$ cat config.mk
export PLATFORM = sky130hd
export DESIGN_NAME = cbsc_top
export DESIGN_NICKNAME = d
export VERILOG_FILES = /design/src/cbsc_pkg.sv /design/src/cbsc_idle_timer.sv /design/src/cbsc_wake_detect.sv /design/src/cbsc_top.sv
export SDC_FILE = /design/constraint.sdc
export NUM_CORES = 1
export LEC_CHECK = 0
export ABC_AREA = 1
export BUFFER_PORTS_ARGS = -buffer_cell sky130_fd_sc_hd__buf_2
export CAP_MARGIN = 20
export CORE_UTILIZATION = 28
export DETAILED_ROUTE_END_ITERATION = 10
export PLACE_DENSITY_LB_ADDON = 0.12
export SLEW_MARGIN = 20
export SYNTH_ARGS = -nofsm -noshare
export SYNTH_HDL_FRONTEND = slang
export SYNTH_SLANG_ARGS = --single-unit
$ cat constraint.sdc
create_clock -name I_CLOCK -period 1.9 [get_ports I_CLOCK]
set_clock_uncertainty 0.05 [all_clocks]
set_input_delay 0.19 -clock I_CLOCK [delete_from_list [all_inputs] [get_ports I_CLOCK]]
set_output_delay 0.19 -clock I_CLOCK [all_outputs]
set_load 0.1 [all_outputs]
$ cat src/cbsc_pkg.sv
// Shared types, encodings and timing constants of the bus-bias state control
package cbsc_pkg;

    typedef enum logic [2:0] {
        CBSC_MODE_NORMAL    = 3'h0,
        CBSC_MODE_SILENT    = 3'h1,
        CBSC_MODE_STANDBY   = 3'h2,
        CBSC_MODE_GOTOSLEEP = 3'h3,
        CBSC_MODE_SLEEP     = 3'h4
    } cbsc_mode_type;

    typedef enum logic [3:0] {
        CBSC_ST_OFF        = 4'h1,
        CBSC_ST_AUTO_INACT = 4'h2,
        CBSC_ST_AUTO_ACT   = 4'h4,
        CBSC_ST_ACTIVE     = 4'h8
    } cbsc_bias_state_type;

    typedef enum logic [2:0] {
        CBSC_WK_WAIT_DOM  = 3'h1,
        CBSC_WK_WAIT_REC  = 3'h2,
        CBSC_WK_WAIT_DOM2 = 3'h4
    } cbsc_wake_state_type;

    // Undervoltage comparator flags; *_falling high = below falling threshold,
    // *_rising high = above rising threshold
    typedef struct packed {
        logic battery_uv_falling;
        logic battery_uv_rising;
        logic core_supply_uv_falling;
        logic core_supply_uv_rising;
        logic io_supply_uv_falling;
        logic io_supply_uv_rising;
    } cbsc_supply_type;

    // One-hot bias selection of the analog bias network
    typedef struct packed {
        logic floating;
        logic to_ground;
        logic to_2v5;
        logic to_half_supply;
    } cbsc_bias_type;

    typedef struct packed {
        logic dominant;
        logic high_z;
    } cbsc_drive_type;

    localparam int CBSC_CLOCK_PERIOD_NS = 32'h0000_0032;
    localparam int CBSC_BUS_IDLE_TIMEOUT_NS = 32'h000F_4240;
    localparam int CBSC_WAKE_FILTER_NS = 32'h0000_03E8;

    localparam cbsc_bias_type CBSC_BIAS_FLOAT = 4'h8;
    localparam cbsc_bias_type CBSC_BIAS_GND = 4'h4;
    localparam cbsc_bias_type CBSC_BIAS_2V5 = 4'h2;
    localparam cbsc_bias_type CBSC_BIAS_HALF = 4'h1;

    // Least time in ns to whole clock cycles, never below one
    function automatic int cbsc_cycles_at_least(input int ns);
        int c;
        c = (ns + CBSC_CLOCK_PERIOD_NS - 1) / CBSC_CLOCK_PERIOD_NS;
        return (c < 1) ? 1 : c;
    endfunction

    localparam int CBSC_WAKE_FILTER_CYCLES = cbsc_cycles_at_least(CBSC_WAKE_FILTER_NS);
    localparam int CBSC_BUS_IDLE_TIMEOUT_CYCLES = cbsc_cycles_at_least(CBSC_BUS_IDLE_TIMEOUT_NS);

endpackage

$ cat src/cbsc_idle_timer.sv
// Bus-idle timeout counter
`timescale 1ns/10ps
module cbsc_idle_timer
    import cbsc_pkg::*;
#(
    parameter int CYCLES = CBSC_BUS_IDLE_TIMEOUT_CYCLES,
    parameter int W = $clog2(CYCLES + 1)
) (
    input wire logic i_clock,
    input wire logic i_reset_n,
    input wire logic i_activity,
    output logic o_expired
);

    generate
        if (CYCLES < 1 || W < $clog2(CYCLES + 1)) begin : g_bad
            $error("cbsc_idle_timer: counter cannot hold the timeout");
        end
    endgenerate

    localparam logic [W-1:0] LIMIT = W'(CYCLES);

    logic [W-1:0] cnt_r;
    logic [W-1:0] cnt_nxt;
    wire at_limit = (cnt_r == LIMIT);

    // Saturating count of quiet cycles, restarted by any activity
    assign cnt_nxt = i_activity ? '0 : (at_limit ? cnt_r : cnt_r + W'(1));

    always_ff @(posedge i_clock) begin
        if (!i_reset_n) begin
            cnt_r <= '0;
        end else begin
            cnt_r <= cnt_nxt;
        end
    end

    assign o_expired = at_limit;

endmodule

$ cat src/cbsc_wake_detect.sv
// Remote wake pattern detector on the low-power receiver
`timescale 1ns/10ps
module cbsc_wake_detect
    import cbsc_pkg::*;
#(
    parameter int FILTER = CBSC_WAKE_FILTER_CYCLES,
    parameter int W = $clog2(FILTER + 1)
) (
    input wire logic i_clock,
    input wire logic i_reset_n,
    input wire logic i_enable,
    input wire logic i_bus_dominant,
    output logic o_wake
);

    generate
        if (FILTER < 1 || W < $clog2(FILTER + 1)) begin : g_bad
            $error("cbsc_wake_detect: filter counter too narrow");
        end
    endgenerate

    localparam logic [W-1:0] LAST = W'(FILTER - 1);

    cbsc_wake_state_type state_r;
    cbsc_wake_state_type state_nxt;
    logic [W-1:0] cnt_r;
    logic [W-1:0] cnt_nxt;
    logic wake_r;

    // Level the current phase waits for; other traffic never resets the phase
    wire want = (state_r == CBSC_WK_WAIT_REC) ? !i_bus_dominant : i_bus_dominant;
    wire filtered = i_enable && want && (cnt_r == LAST);
    wire done = filtered && (state_r == CBSC_WK_WAIT_DOM2);

    assign cnt_nxt = (!i_enable || !want || filtered) ? '0 : cnt_r + W'(1);

    always_comb begin
        state_nxt = state_r;
        if (!i_enable) begin
            state_nxt = CBSC_WK_WAIT_DOM;
        end else if (filtered) begin
            case (state_r)
                CBSC_WK_WAIT_DOM: state_nxt = CBSC_WK_WAIT_REC;
                CBSC_WK_WAIT_REC: state_nxt = CBSC_WK_WAIT_DOM2;
                default: state_nxt = CBSC_WK_WAIT_DOM;
            endcase
        end
    end

    always_ff @(posedge i_clock) begin
        if (!i_reset_n) begin
            state_r <= CBSC_WK_WAIT_DOM;
            cnt_r <= '0;
            wake_r <= 1'b0;
        end else begin
            state_r <= state_nxt;
            cnt_r <= cnt_nxt;
            wake_r <= done;
        end
    end

    assign o_wake = wake_r;

endmodule

$ cat src/cbsc_top.sv
// Bus-bias state machine, transmit gating and receive mapping
`timescale 1ns/10ps
module cbsc_top
    import cbsc_pkg::*;
#(
    parameter int BUS_IDLE_TIMEOUT_CYCLES = CBSC_BUS_IDLE_TIMEOUT_CYCLES,
    parameter int WAKE_FILTER_CYCLES = CBSC_WAKE_FILTER_CYCLES
) (
    input wire logic I_CLOCK,
    input wire logic I_RESET_N,
    input wire cbsc_mode_type I_MODE,
    input wire cbsc_supply_type I_SUPPLY,
    input wire logic I_TXD,
    input wire logic I_BUS_DOM_MAIN,
    input wire logic I_BUS_DOM_LP,
    output cbsc_bias_state_type O_STATE,
    output cbsc_bias_type O_BIAS,
    output cbsc_drive_type O_DRIVE,
    output logic O_RXD,
    output logic O_RXD_OE,
    output logic O_WAKE_PENDING,
    output logic O_TX_STUCK_LOW_BLOCK,
    output logic O_BUS_IDLE_TIMEOUT
);

    generate
        if (BUS_IDLE_TIMEOUT_CYCLES < 1 || WAKE_FILTER_CYCLES < 1) begin : g_bad
            $error("cbsc_top: timing counts must be at least one cycle");
        end
    endgenerate

    ////////////////////////////////////////////////////////////////////////////
    // Mode and supply decoding

    wire mode_normal = (I_MODE == CBSC_MODE_NORMAL);
    wire mode_silent = (I_MODE == CBSC_MODE_SILENT);
    wire mode_standby = (I_MODE == CBSC_MODE_STANDBY);
    wire mode_sleepish = (I_MODE == CBSC_MODE_GOTOSLEEP) || (I_MODE == CBSC_MODE_SLEEP);
    wire mode_online = mode_normal || mode_silent;
    wire mode_low_power = mode_standby || mode_sleepish;

    wire battery_low = I_SUPPLY.battery_uv_falling;
    wire battery_good = I_SUPPLY.battery_uv_rising;
    wire core_io_low = I_SUPPLY.core_supply_uv_falling || I_SUPPLY.io_supply_uv_falling;
    wire core_io_good = I_SUPPLY.core_supply_uv_rising && I_SUPPLY.io_supply_uv_rising && !core_io_low;
    wire io_present = !I_SUPPLY.io_supply_uv_falling;

    ////////////////////////////////////////////////////////////////////////////
    // Registers

    cbsc_bias_state_type state_r;
    cbsc_bias_state_type state_nxt;
    cbsc_bias_type bias_r;
    cbsc_bias_type bias_nxt;
    cbsc_drive_type drive_r;
    cbsc_drive_type drive_nxt;
    logic rxd_r;
    logic rxd_nxt;
    logic rxd_oe_r;
    logic rxd_oe_nxt;
    logic wake_pending_r;
    logic wake_pending_nxt;
    logic stuck_armed_r;
    logic stuck_armed_nxt;
    logic block_r;
    logic block_nxt;

    logic wake_event;
    logic idle_expired;

    ////////////////////////////////////////////////////////////////////////////
    // Wake pattern detector and idle timer

    wire wake_enable = mode_low_power && !battery_low;
    wire bus_activity = I_BUS_DOM_MAIN || I_BUS_DOM_LP || drive_r.dominant;

    cbsc_wake_detect #(
        .FILTER(WAKE_FILTER_CYCLES),
        .W($clog2(WAKE_FILTER_CYCLES + 1))
    ) u_wake (
        .i_clock(I_CLOCK),
        .i_reset_n(I_RESET_N),
        .i_enable(wake_enable),
        .i_bus_dominant(I_BUS_DOM_LP),
        .o_wake(wake_event)
    );

    cbsc_idle_timer #(
        .CYCLES(BUS_IDLE_TIMEOUT_CYCLES),
        .W($clog2(BUS_IDLE_TIMEOUT_CYCLES + 1))
    ) u_idle (
        .i_clock(I_CLOCK),
        .i_reset_n(I_RESET_N),
        .i_activity(bus_activity),
        .o_expired(idle_expired)
    );

    ////////////////////////////////////////////////////////////////////////////
    // Bias state machine

    always_comb begin
        state_nxt = state_r;
        if (battery_low) begin
            state_nxt = CBSC_ST_OFF;
        end else begin
            case (state_r)
                CBSC_ST_OFF: begin
                    if (battery_good) begin
                        state_nxt = CBSC_ST_AUTO_INACT;
                    end
                end
                CBSC_ST_AUTO_INACT: begin
                    if (mode_online && core_io_good) begin
                        state_nxt = CBSC_ST_ACTIVE;
                    end else if (mode_online && core_io_low) begin
                        state_nxt = CBSC_ST_AUTO_ACT;
                    end else if (mode_low_power && wake_event) begin
                        state_nxt = CBSC_ST_AUTO_ACT;
                    end
                end
                CBSC_ST_AUTO_ACT: begin
                    if (mode_online && core_io_good) begin
                        state_nxt = CBSC_ST_ACTIVE;
                    end else if (mode_low_power && idle_expired) begin
                        state_nxt = CBSC_ST_AUTO_INACT;
                    end
                end
                CBSC_ST_ACTIVE: begin
                    if (mode_low_power) begin
                        state_nxt = idle_expired ? CBSC_ST_AUTO_INACT : CBSC_ST_AUTO_ACT;
                    end else if (core_io_low) begin
                        state_nxt = CBSC_ST_AUTO_ACT;
                    end
                end
                default: state_nxt = CBSC_ST_OFF;
            endcase
        end
    end

    ////////////////////////////////////////////////////////////////////////////
    // Bias network selection

    always_comb begin
        case (state_nxt)
            CBSC_ST_OFF: bias_nxt = CBSC_BIAS_FLOAT;
            CBSC_ST_AUTO_INACT: bias_nxt = CBSC_BIAS_GND;
            CBSC_ST_AUTO_ACT: bias_nxt = CBSC_BIAS_2V5;
            default: bias_nxt = CBSC_BIAS_HALF;
        endcase
    end

    ////////////////////////////////////////////////////////////////////////////
    // Stuck-low transmit input protection

    wire entering_active = (state_nxt == CBSC_ST_ACTIVE) && (state_r != CBSC_ST_ACTIVE);

    // Remembers a low transmit input seen while still in standby
    assign stuck_armed_nxt = mode_standby ? !I_TXD : (stuck_armed_r && !mode_online);

    // Block holds until the input returns high or the next state is no longer active
    assign block_nxt = (entering_active && stuck_armed_r) ? 1'b1 :
                       ((state_nxt != CBSC_ST_ACTIVE) || I_TXD) ? 1'b0 : block_r;

    ////////////////////////////////////////////////////////////////////////////
    // Transmit path

    wire tx_allowed = (state_nxt == CBSC_ST_ACTIVE) && mode_normal && !block_nxt;
    wire tx_dominant = tx_allowed && !I_TXD;

    assign drive_nxt.dominant = tx_dominant;
    assign drive_nxt.high_z = !tx_dominant;

    ////////////////////////////////////////////////////////////////////////////
    // Wake pending flag, cleared only by normal mode; the set wins

    assign wake_pending_nxt = wake_event || (wake_pending_r && !mode_normal);

    ////////////////////////////////////////////////////////////////////////////
    // Receive path

    // Own dominant drive shows as dominant even if the comparator lags
    wire bus_seen_dominant = I_BUS_DOM_MAIN || drive_r.dominant;
    wire rx_active = (state_nxt == CBSC_ST_ACTIVE) && mode_online && !block_nxt;

    always_comb begin
        rxd_nxt = 1'b1;
        rxd_oe_nxt = io_present && !battery_low;
        if (rx_active) begin
            rxd_nxt = !bus_seen_dominant;
        end else if (mode_standby) begin
            rxd_nxt = !wake_pending_nxt;
        end else if (mode_sleepish) begin
            rxd_nxt = 1'b1;
            rxd_oe_nxt = io_present && !battery_low;
        end
    end

    ////////////////////////////////////////////////////////////////////////////
    // State and output flops

    always_ff @(posedge I_CLOCK) begin
        if (!I_RESET_N) begin
            state_r <= CBSC_ST_OFF;
            bias_r <= CBSC_BIAS_FLOAT;
            drive_r <= 2'h1;
            rxd_r <= 1'b1;
            rxd_oe_r <= 1'b0;
        end else begin
            state_r <= state_nxt;
            bias_r <= bias_nxt;
            drive_r <= drive_nxt;
            rxd_r <= rxd_nxt;
            rxd_oe_r <= rxd_oe_nxt;
        end
    end

    always_ff @(posedge I_CLOCK) begin
        if (!I_RESET_N) begin
            wake_pending_r <= 1'b0;
            stuck_armed_r <= 1'b0;
            block_r <= 1'b0;
        end else begin
            wake_pending_r <= wake_pending_nxt;
            stuck_armed_r <= stuck_armed_nxt;
            block_r <= block_nxt;
        end
    end

    assign O_STATE = state_r;
    assign O_BIAS = bias_r;
    assign O_DRIVE = drive_r;
    assign O_RXD = rxd_r;
    assign O_RXD_OE = rxd_oe_r;
    assign O_WAKE_PENDING = wake_pending_r;
    assign O_TX_STUCK_LOW_BLOCK = block_r;
    assign O_BUS_IDLE_TIMEOUT = idle_expired;

endmodule

======== After elaboration in Yosys (flattened, before gate mapping) ========
Cells that the tools add are included.
word-level totals
  flip-flop bits (word level) ............. 39
  word-level logic and storage cells ...... 105
  input port bits ......................... 14
  output and inout port bits .............. 15
operators by class
  equality and inequality tests ........... 19
  bitwise logic cells ..................... 1
  multiplexer cells ....................... 19
  $add $sub $neg .......................... 2
  reductions and logical operators ........ 48
operator list
  kind                                                                   number
  4-bit two-way mux                                                      9
  1-bit logical AND                                                      20
  4-bit one-hot mux with 4 select lines                                  1
  15-bit by 1-bit adder with 15-bit output, second input constant        1
  15-bit equality test, second input constant                            1
  1-bit zero test                                                        13
  4-bit one-hot mux with 3 select lines                                  1
  1-bit logical OR                                                       11
  3-bit by 2-bit equality test with 1-bit output, second input constant  3
  4-bit by 1-bit equality test with 1-bit output, second input constant  2
  4-bit by 2-bit equality test with 1-bit output, second input constant  2
  4-bit by 3-bit equality test with 1-bit output, second input constant  2
  4-bit equality test, second input constant                             2
  4-bit != test, second input constant                                   2
  3-bit by 1-bit equality test with 1-bit output, second input constant  2
  3-bit equality test, second input constant                             2
  1-bit two-way mux                                                      6
  3-bit one-hot mux with 2 select lines                                  1
  5-bit by 1-bit adder with 5-bit output, second input constant          1
  5-bit equality test, second input constant                             1
  2-bit OR reduction                                                     2
  3-bit zero test                                                        1
  3-bit two-way mux                                                      1
  2-bit AND reduction                                                    1
  1-bit inverter                                                         1

======== Longest topological paths before layout ========
Gate-level depths: netlist of run 1.
  depth in word-level cells ............... 17
  depth in mapped cells ................... 11
  mapped depth without buffers ............ 11

======== By module ========
Synthesis of run 1 repeated with hierarchy kept, for this count alone.
unflattened totals
  cells, all modules ...................... 298
  area, all modules ....................... 2145.8 µm²
by module, submodules not included
  module            sequential area each (µm²)  times used  cells an instance  area each (µm²)
  cbsc_idle_timer   300.3                       1           139                924.6
  cbsc_top          300.3                       1           102                760.7
  cbsc_wake_detect  180.2                       1           57                 460.4

======== Least setup slack after synthesis of run 1 ========
OpenSTA, ideal clock, no wires.
  path kind ............................... register to register
  start point ............................. register u_idle.cnt_r[0]
  end point ............................... register u_idle.cnt_r[1]
  data required time ...................... 1585 ps
  data arrival time ....................... 3873 ps
  period minus slack after synthesis ...... 4188 ps
  buffers on the path ..................... 0
  stages on the path, launching flop included .. 6
  slack ................................... -2288 ps
  library setup time ...................... 265 ps
  path through ............................ dfxtp_1 inv_1 ha_1 nand3_1 nor4_1 a21oi_1
on the way
  word-level cells in the longest chain between the ends .. 1
  elaborated cells between the ends (all ways) .. 2
  those cells by class .................... add/sub (1); eq/ne (1)
ends and longest elaborated chain
  what                      line                   RTL
  start: declaration        cbsc_idle_timer.sv:23  logic [W-1:0] cnt_r;
  start signal: assignment  cbsc_idle_timer.sv:34  cnt_r <= cnt_nxt;
  15-bit equality test      cbsc_idle_timer.sv:25  wire at_limit = (cnt_r == LIMIT);
  net O_BUS_IDLE_TIMEOUT    cbsc_top.sv:23         output logic O_BUS_IDLE_TIMEOUT
The timed path passes the listed nets, and every way through them passes these cells.
A chain may end at the register's enable or synchronous reset.

======== Worst setup path after layout of run 1 ========
  start point ............................. register u_idle.cnt_r[12]
  end point ............................... output O_BUS_IDLE_TIMEOUT
on the way
  word-level cells in the longest chain between the ends .. 1
ends and longest elaborated chain
  what                  line
  15-bit equality test  cbsc_idle_timer.sv:25
  end: declaration      cbsc_top.sv:23
No other way between the ends.

==> results of run 1 <==
==> cell type report <==
class	count	area [µm²]
clock buffer	6	82.6
sequential	39	788
clock inverter	1	5.00
multi-input combinational	174	895
inverter	33	124
tap	75	93.8
fill	670	3870
timing repair buffer	29	163
==> path summary, 6_finish.rpt <==
check / start / end / slack (ns) / cells after the start
hold / removal: I_SUPPLY[1] / O_RXD_OE / 0.02 / 2
hold reg to reg: u_wake.cnt_r[0] / u_wake.cnt_r[0] / 0.40 / 1
setup reg to reg: O_STATE[0] / O_RXD / 0.33 / 10
setup / recovery: u_idle.cnt_r[12] / O_BUS_IDLE_TIMEOUT / 0.10 / 4
==> layer usage <==
layer | wire [µm] | vias to the layer above | global-route usage
met2 | 1550 | 26 | 0.174
met4 | 48 | 0 | 0.0421
li1 | - | 882 | -
met3 | 154 | 5 | 0.0311
met1 | 2170 | 717 | 0.193
met5 | 0 | - | 0
==> placed cells by master (no fill, tap or decap) <==
master,netlist,layout
sky130_fd_sc_hd__buf_2,1,27
sky130_fd_sc_hd__buf_4,0,1
sky130_fd_sc_hd__nor3_2,2,2
sky130_fd_sc_hd__nand3_2,1,1
sky130_fd_sc_hd__nand4_1,8,8
sky130_fd_sc_hd__nand3_1,17,17
sky130_fd_sc_hd__nor3_1,4,4
sky130_fd_sc_hd__o21ai_1,2,2
sky130_fd_sc_hd__nand2_2,4,4
sky130_fd_sc_hd__o2111ai_1,2,2
sky130_fd_sc_hd__o31ai_1,1,1
sky130_fd_sc_hd__o211ai_1,1,1
sky130_fd_sc_hd__clkbuf_8,0,6
sky130_fd_sc_hd__inv_1,30,27
sky130_fd_sc_hd__nor4_4,0,1
sky130_fd_sc_hd__clkinv_2,0,1
sky130_fd_sc_hd__clkinv_1,1,1
sky130_fd_sc_hd__o21ai_0,16,16
sky130_fd_sc_hd__dfxtp_1,39,33
sky130_fd_sc_hd__nor2_2,4,4
sky130_fd_sc_hd__dfxtp_2,0,6
sky130_fd_sc_hd__a21oi_1,20,20
sky130_fd_sc_hd__o21a_1,1,1
sky130_fd_sc_hd__nor2_4,1,1
sky130_fd_sc_hd__nand2_1,32,32
sky130_fd_sc_hd__ha_1,3,3
sky130_fd_sc_hd__or3_1,1,1
sky130_fd_sc_hd__buf_12,0,1
sky130_fd_sc_hd__or2_0,1,1
sky130_fd_sc_hd__nor2_1,44,44
sky130_fd_sc_hd__inv_2,2,5
sky130_fd_sc_hd__or2_2,2,2
sky130_fd_sc_hd__xor2_1,4,4
sky130_fd_sc_hd__nand3b_1,1,1
sky130_fd_sc_hd__nor4_1,2,1
==> per-stage QoR <==
stage | power, mW | std cells | setup TNS [ns]
6_report | 1.52 | 357 | 0
5_1_grt | 1.59 | 357 | 0
4_1_cts | 1.54 | 357 | 0
3_5_place_dp | 0.974 | 350 | 0
3_3_place_gp | 0.975 | 350 | 0
2_1_floorplan | 0.936 | 247 | -0.373
==> sequential cells by signal (all words and copies together) (netlist names) <==
register	count
u_idle.cnt_r	15
u_wake.cnt_r	5
O_BIAS	4
O_STATE	4
u_wake.state_r	3
O_DRIVE	2
O_RXD	1
O_RXD_OE	1
O_TX_STUCK_LOW_BLOCK	1
O_WAKE_PENDING	1
stuck_armed_r	1
u_wake.o_wake	1
==> power by group through the flow <==
stage,sequential [mW],clock [mW],combinational [mW]
5_1_grt,0.830,0.623,0.139
3_3_place_gp,0.849,0,0.127
4_1_cts,0.829,0.587,0.126
3_5_place_dp,0.849,0,0.126
6_report,0.830,0.567,0.126
2_1_floorplan,0.887,0,0.0495
==> cells in the mapped netlist, drive strengths merged, types with 2 or more instances <==
library cell	n	area (µm²)
a21oi	20	100
dfxtp	39	781
ha	3	37.5
inv	32	120
nand2	36	145
nand3	18	95.1
nand4	8	50.1
nor2	49	201
nor3	6	40.0
nor4	2	12.5
o2111ai	2	17.5
o21ai	18	90.1
or2	3	18.8
xor2	4	35.0
==> logic make-up (layout without fill, tap and decap cells) <==
family,count (synthesis),count (layout),share of synthesized area
adders and majority gates,3,3,0.0210
DFF,39,39,0.436
and+or+nand+nor,124,124,0.322
AOI/OAI and AO/OA,43,43,0.129
buffers and inverters,34,69,0.0720
xor gates and xnor gates,4,4,0.0196
==> flow_metrics.tcl, run 1 <==
set metrics [dict create \
    status "finished clean" \
    globalplace.congestion 0.769 \
    drt-wirelength-per-cell_um 11.0 \
    cp_buf_inv_count 2 \
    vias 1630 \
    boundaryPins 29 \
    switching_power_uw 380 \
    slew-limit-headroom 0.675 \
    crit_end_category "output port" \
    cell_pwr_density_nw_per_um2 708 \
    synth.yosys.warnings 0 \
    crit_slowest_cell "sky130_fd_sc_hd__nor4_4" \
    hold_path.class "in -> reg" \
    post-route-drc-count 0 \
    crit_type "reg -> out" \
    final_layout_size_suffix_gt1_frac 0.220 \
    p_leak_nw 0.850 \
    design.die.area_um2 6710 \
    finalMaxSlewViolations 0 \
    coreArea_um2 6030 \
    row_count 28 \
    vdd_ir_drop_max_v 0.000317 \
    layout_worst_path_cycle_share 0.947 \
    critPathRequiredTime_ns 1.66 \
    path_clk_slew_ns 0.07 \
    insertion_delay_ns 0.28 \
    time_the_worst_path_needs_with_i_o_delays_and_setup_ns 1.80 \
    post_synth.cell_area_avg_um2 7.24 \
    tritoncts.num_buffers 5 \
    synth_sequential_area_ratio 0.436 \
    worst-path-max-fanout 4 \
    cts_post_setup_buffers_inserted 0 \
    maxCapViolCount 0 \
    p_seq_frac 0.545 \
    post_cts_hold_buffer_count 0 \
    finalSetupViolCount 0 \
    clock_power_share 0.372 \
    gr-usage-all-layers 0.128 \
    dominantRegCellSynth "sky130_fd_sc_hd__dfxtp_1" \
    synth_enable_flop_cells 0 \
    postRouteWirelength_um 3920 \
    floorplan.die.width_um 81.9 \
    detail-route-antenna-nets 0 \
    grt_remaining_overflow 0 \
    crit_path_max_incr_delay_ns 0.43 \
    grt_pass1_wl_um 6520 \
    antenna-diode-count 0 \
    grt_max_degree 12 \
    timing_worst_slew_pin_value_ns 0.491 \
    post-route-cell-area_um2 2150 \
    cellInternalPower_mw 1.14 \
    asyncSetResetFlopFracSynth 0 \
    finalNetCount 299 \
    floorplan.initialDensity 0.297 \
    tritoncts_num_sinks 39 \
    unrepaired_setup_endpoints_after_global_routing "no" \
    critical_path_arrival_ns 1.56 \
    cts-resized-gates 0 \
    synthesis.instances 247 \
    synth_cell_types 29 \
    setup.worst_path.start_class "flop" \
    crit_path_cell_trace "inv_1 -> nand4_1 -> nor4_4 -> buf_12" \
    drt_first_pass_iters 4 \
    dp_hpwl_um 3100 \
    clock.fmax_ghz 0.556 \
    synth-seq-cells 39 \
    pwr-share-comb 0.083 \
    tritoncts_clock_tree "done" \
    cpLargestDelayFamily "simple AND/OR/NAND/NOR gates" \
    report.final.hold_viol_count 0 \
    preCtsSetupSlack_ns 0.346 \
    placed_area_um2 2060 \
    dr.first_iter.drc_count 70 \
    post-route-worst-setup-slack_ns 0.100 \
    netSwitchingFraction 0.250 \
    area_delta_synth_final_pct 20.2 \
    grt_antenna_before_repair 0 \
    synth_area_um2 1790 \
    buffer_ports.inserted 28 \
    hold_slack_ns 0.0186 \
    clockRootBuffer "sky130_fd_sc_hd__clkbuf_8" \
    cts_htree_levels 2 \
    die_h_um 81.9 \
    clockBufferDepth 2 \
    grt_pass1_vias 1443 \
    postLayoutCoreUtil 0.357 \
    syn-num-nets 264 \
    drt-vias-per-instance 4.57 \
]
Power figures use the tool's default switching activity.
==> run 2, diff against run 1 <==
--- a/config.mk
+++ b/config.mk
@@ -11,6 +11,7 @@
 export CORE_UTILIZATION = 28
 export DETAILED_ROUTE_END_ITERATION = 10
 export PLACE_DENSITY_LB_ADDON = 0.12
+export RECOVER_POWER = 25
 export SLEW_MARGIN = 20
 export SYNTH_ARGS = -nofsm -noshare
 export SYNTH_HDL_FRONTEND = slang
==> run 2 against run 1 <==
Against the previous run: setup slack better by 0.0020 ns; sequential cell count unchanged; final cell count unchanged; routed wire length down 0.61%; die area unchanged; critical path type unchanged.
==> flow_metrics.tcl, run 2 (same netlist as run 1, synthesis figures left out) <==
set metrics [dict create \
    slew-limit-headroom 0.640 \
    layout.cells.most_common "sky130_fd_sc_hd__nor2_1" \
    crit_end_category "output port" \
    antenna-diode-count 0 \
    finalSetupViolCount 0 \
    power_consumption_mw 1.52 \
    tritoncts_clock_tree "done" \
    timing_worst_slew_pin_value_ns 0.543 \
    crit_type "reg -> out" \
    crit_path_cell_trace "inv_1 -> nand4_1 -> nor4_4 -> buf_12" \
    finalNetCount 299 \
    post-route-drc-count 0 \
    nFillCells 672 \
    clock.fmax_ghz 0.556 \
    grt_antenna_before_repair 0 \
    buffer_ports.inserted 28 \
    tritoncts_num_sinks 39 \
    setup_total_negative_slack_ns 0 \
    gr-usage-all-layers 0.128 \
    hold_slack_ns 0.0198 \
    clockRootBuffer "sky130_fd_sc_hd__clkbuf_8" \
    post-route-cell-area_um2 2150 \
    post_cts_hold_buffer_count 0 \
    cts_post_setup_buffers_inserted 0 \
    coreArea_um2 6030 \
    finalMaxSlewViolations 0 \
    grt_pass1_vias 1443 \
    area_delta_synth_final_pct 19.9 \
    worst-path-max-fanout 4 \
    dp_hpwl_um 3100 \
    critPathRequiredTime_ns 1.66 \
    p_leak_nw 0.842 \
    postRouteWirelength_um 3900 \
    path_clk_slew_ns 0.07 \
    unrepaired_setup_endpoints_after_global_routing "no" \
    row_count 28 \
    cell_pwr_density_nw_per_um2 708 \
    postLayoutCoreUtil 0.356 \
    grt_max_degree 12 \
    dr.first_iter.drc_count 59 \
    cp_buf_inv_count 2 \
    boundaryPins 29 \
    drt-vias-per-instance 4.59 \
    globalplace.congestion 0.769 \
    floorplan.die.width_um 81.9 \
    cts-resized-gates 0 \
    report.final.hold_viol_count 0 \
    grt_pass1_wl_um 6520 \
    drt-wirelength-per-cell_um 10.9 \
    flip_flop_and_latch_area_um2 788 \
    maxCapViolCount 0 \
    multi_input_area_um2 895 \
    die_h_um 81.9 \
    top_register "u_idle.cnt_r" \
    most-common-layout-cells "sky130_fd_sc_hd__nor2_1 (44), sky130_fd_sc_hd__dfxtp_1 (33), sky130_fd_sc_hd__nand2_1 (32)" \
    final_layout_size_suffix_gt1_frac 0.213 \
    status "finished clean" \
    largest_register_ffs 15 \
    hold_path.class "in -> reg" \
    floorplan.initialDensity 0.297 \
    drt_first_pass_iters 4 \
    clockBufferDepth 2 \
    detail-route-antenna-nets 0 \
    crit_slowest_cell "sky130_fd_sc_hd__nor4_4" \
    tritoncts.num_buffers 5 \
    vdd_ir_drop_max_v 0.000316 \
    insertion_delay_ns 0.28 \
    cts_htree_levels 2 \
    vias 1640 \
    layout_worst_path_cycle_share 0.946 \
    time_the_worst_path_needs_with_i_o_delays_and_setup_ns 1.80 \
    critical_path_arrival_ns 1.56 \
    setup.worst_path.start_class "flop" \
    placed_area_um2 2060 \
    reg.largest.list "u_idle.cnt_r: 15 flops, u_wake.cnt_r: 5 flops" \
    crit_path_max_incr_delay_ns 0.43 \
    grt_remaining_overflow 0 \
    cpLargestDelayFamily "simple AND/OR/NAND/NOR gates" \
    design.die.area_um2 6710 \
]
==> run 2: layer usage <==
layer	global-route usage	share of wire	vias to the layer above
li1	-	-	884
met1	0.193	0.55	724
met2	0.174	0.40	27
met3	0.0311	0.042	5
met4	0.0421	0.012	0
met5	0	0	-
==> run 2: report_power, final <==
group | total [mW] | leakage, nW | switching [mW] | internal (mW)
clock network | 0.566 | 0.0470 | 0.281 | 0.285
registers | 0.830 | 0.318 | 0.00475 | 0.825
logic | 0.124 | 0.477 | 0.0938 | 0.0307
total | 1.52 | 0.842 | 0.379 | 1.14
==> run 2: final cells by class <==
type                    count  share of cell area
clock buffers               6              0.0385
clock inverters             1             0.00233
inverters                  33              0.0577
multi-input cells         174               0.417
flip-flops and latches     39               0.367
well taps                  75              0.0437
repair buffers             29              0.0735
==> run 2: path summary, 6_finish.rpt <==
check                   startpoint                  to  slack, ns  cells past startpoint
hold reg to reg    u_wake.cnt_r[0]     u_wake.cnt_r[0]       0.40                      1
hold / removal         I_SUPPLY[1]            O_RXD_OE       0.02                      2
setup reg to reg        O_STATE[0]               O_RXD       0.33                     10
setup / recovery  u_idle.cnt_r[12]  O_BUS_IDLE_TIMEOUT       0.10                      4
==> run 2: worst reg2reg max path: stages, from the launching register on <==
cell and delay, ns:
sky130_fd_sc_hd__dfxtp_1 0.34, sky130_fd_sc_hd__nor2_2 0.16, sky130_fd_sc_hd__inv_1 0.05, sky130_fd_sc_hd__nor2_1 0.20, sky130_fd_sc_hd__nand3_1 0.13, sky130_fd_sc_hd__nand2_2 0.12
sky130_fd_sc_hd__nand2_2 0.08, sky130_fd_sc_hd__nor2_2 0.11, sky130_fd_sc_hd__nand3_1 0.09, sky130_fd_sc_hd__nand2_1 0.06, sky130_fd_sc_hd__nand3_1 0.06
==> run 2: through the flow <==
step,std cells,worst slack [ns]
2_1_floorplan,247,-0.174
3_3_place_gp,350,0.351
3_5_place_dp,350,0.346
4_1_cts,357,0.0833
5_1_grt,357,0.00425
6_report,357,0.102
==> run 3, diff against run 2 <==
--- a/config.mk
+++ b/config.mk
@@ -10,6 +10,7 @@
 export CAP_MARGIN = 20
 export CORE_UTILIZATION = 28
 export DETAILED_ROUTE_END_ITERATION = 10
+export MAX_ROUTING_LAYER = met4
 export PLACE_DENSITY_LB_ADDON = 0.12
 export RECOVER_POWER = 25
 export SLEW_MARGIN = 20
==> run 3 against run 2 <==
Against the previous run: sequential cell count unchanged; non-clock buffer count unchanged; register-to-register slack about the same; largest cell class unchanged; design area unchanged; core utilization unchanged; maximum frequency about the same; routed wire length unchanged; first-iteration DRC count up 10%; worst hold slack about the same; clock power about the same; setup slack about the same.
==> flow_metrics.tcl, run 3 (same netlist as run 1, synthesis figures left out) <==
set metrics [dict create \
    cellInternalPower_mw 1.14 \
    layout_worst_path_cycle_share 0.946 \
    crit_path_cell_trace "inv_1 -> nand4_1 -> nor4_4 -> buf_12" \
    grt_max_degree 12 \
    p_leak_nw 0.842 \
    cts-resized-gates 0 \
    hold_path.class "in -> reg" \
    buffer_ports.inserted 28 \
    tritoncts_num_sinks 39 \
    top_register "u_idle.cnt_r" \
    min_path_cells 2 \
    r2r_cells 10 \
    p_seq_frac 0.546 \
    postRouteWirelength_um 3900 \
    antenna-diode-count 0 \
    floorplan.die.width_um 81.9 \
    hold_path_sink "O_RXD_OE" \
    placed_area_um2 2060 \
    gr-usage-all-layers 0.132 \
    met1_usage 0.194 \
    crit_end_category "output port" \
    dp_hpwl_um 3100 \
    detail-route-antenna-nets 0 \
    finalSetupViolCount 0 \
    crit-reg2reg-launch "O_STATE[0]" \
    setup.worst_path.start_class "flop" \
    post-route-drc-count 0 \
    critical_path_arrival_ns 1.56 \
    maxCapViolCount 0 \
    insertion_delay_ns 0.28 \
    report.final.hold_viol_count 0 \
    finalMaxSlewViolations 0 \
    dr.first_iter.drc_count 65 \
    vias 1640 \
    grt_antenna_before_repair 0 \
    switching_power_uw 379 \
    die_h_um 81.9 \
    nFillCells 672 \
    unrepaired_setup_endpoints_after_global_routing "no" \
    use_met2 0.174 \
    clockBufferDepth 2 \
    grt_remaining_overflow 0 \
    cts_post_setup_buffers_inserted 0 \
    tritoncts_clock_tree "done" \
    fin_cells 357 \
    grt_pass1_wl_um 6510 \
    globalRoute.busiestLayer "met1" \
    post_cts_hold_buffer_count 0 \
    critPathRequiredTime_ns 1.66 \
    globalplace.congestion 0.779 \
    cell_pwr_density_nw_per_um2 708 \
    layout.cells.most_common "sky130_fd_sc_hd__nor2_1" \
    tritoncts.num_buffers 5 \
    floorplan.initialDensity 0.297 \
    reg.largest.list "u_idle.cnt_r: 15 flops, u_wake.cnt_r: 5 flops" \
    most-common-layout-cells "sky130_fd_sc_hd__nor2_1 (44), sky130_fd_sc_hd__dfxtp_1 (33), sky130_fd_sc_hd__nand2_1 (32)" \
    cts_htree_levels 2 \
    clock_power_share 0.372 \
    crit_slowest_cell "sky130_fd_sc_hd__nor4_4" \
    drt-vias-per-instance 4.59 \
    worst-path-max-fanout 4 \
    grt_pass1_vias 1444 \
    post-route-cell-area_um2 2150 \
    crit_path_max_incr_delay_ns 0.43 \
    finalNetCount 299 \
    time_the_worst_path_needs_with_i_o_delays_and_setup_ns 1.80 \
    clock.fmax_ghz 0.556 \
    gr-usage-met3 0.0300 \
    status "finished clean" \
    largest_register_ffs 15 \
    coreArea_um2 6030 \
    worst_hold_path_startpoint "I_SUPPLY[1]" \
    clockRootBuffer "sky130_fd_sc_hd__clkbuf_8" \
    dp.cells 350 \
    drt-wirelength-per-cell_um 10.9 \
    netSwitchingFraction 0.249 \
    postLayoutCoreUtil 0.356 \
    post-route-worst-setup-slack_ns 0.103 \
    path_clk_slew_ns 0.07 \
    vdd_ir_drop_max_v 0.000317 \
    preCtsSetupSlack_ns 0.346 \
    crit_type "reg -> out" \
    area_delta_synth_final_pct 19.9 \
    boundaryPins 29 \
    rrSetupSlack_ns 0.33 \
    design.die.area_um2 6710 \
    r2r-end "O_RXD" \
    final_layout_size_suffix_gt1_frac 0.213 \
    timing_worst_slew_pin_value_ns 0.543 \
    pwr-share-comb 0.082 \
    row_count 28 \
    drt_first_pass_iters 4 \
    slew-limit-headroom 0.640 \
]
==> run 3: worst max-delay path by stage <==
stage                         endpoint             start  cells past startpoint  slack, ns
global route        O_BUS_IDLE_TIMEOUT   u_idle.cnt_r[0]                      5      0.004
finish              O_BUS_IDLE_TIMEOUT  u_idle.cnt_r[12]                      4       0.10
CTS                 O_BUS_IDLE_TIMEOUT  u_idle.cnt_r[12]                      4       0.08
floorplan              u_idle.cnt_r[0]   u_idle.cnt_r[2]                      4      -0.17
global placement                 O_RXD        O_STATE[0]                     10       0.35
detailed placement               O_RXD       I_SUPPLY[3]                     11       0.35
==> run 3: critical path: cells and delay by family, from the launching register on <==
family                 cells  cell delay, ns
flip-flops                 1            0.30
AND/OR/NAND/NOR            2            0.65
buffers and inverters      2            0.32
==> run 3: per-layer routing <==
layer / routed length (µm) / part of all wire
met5: 0 / 0
met2: 1550 / 0.40
met4: 46 / 0.012
met3: 153 / 0.039
met1: 2150 / 0.55
==> run 3: final cells by class <==
type | instances | area, µm² | area share
multi-input combinational | 174 | 895 | 0.417
timing repair buffer | 29 | 158 | 0.0735
clock buffer | 6 | 82.6 | 0.0385
tap | 75 | 93.8 | 0.0437
inverter | 33 | 124 | 0.0577
clock inverter | 1 | 5.00 | 0.00233
sequential | 39 | 788 | 0.367
==> run 3: per-stage QoR <==
stage | hold WS [ns] | total power, mW | TNS (ns)
after detailed placement | 0.317 | 0.974 | 0
after CTS | 0.00683 | 1.54 | 0
after global placement | 0.318 | 0.975 | 0
after global routing | 0.00418 | 1.59 | 0
after floorplan | 0.212 | 0.936 | -0.373
final | 0.0202 | 1.52 | 0
==> run 3: power by group through the flow <==
stage	Sequential [mW]	Clock [mW]	Combinational, mW
floorplan	0.887	0	0.0495
global placement	0.849	0	0.127
detailed placement	0.849	0	0.126
CTS	0.829	0.587	0.126
global route	0.830	0.623	0.137
finish	0.830	0.566	0.124
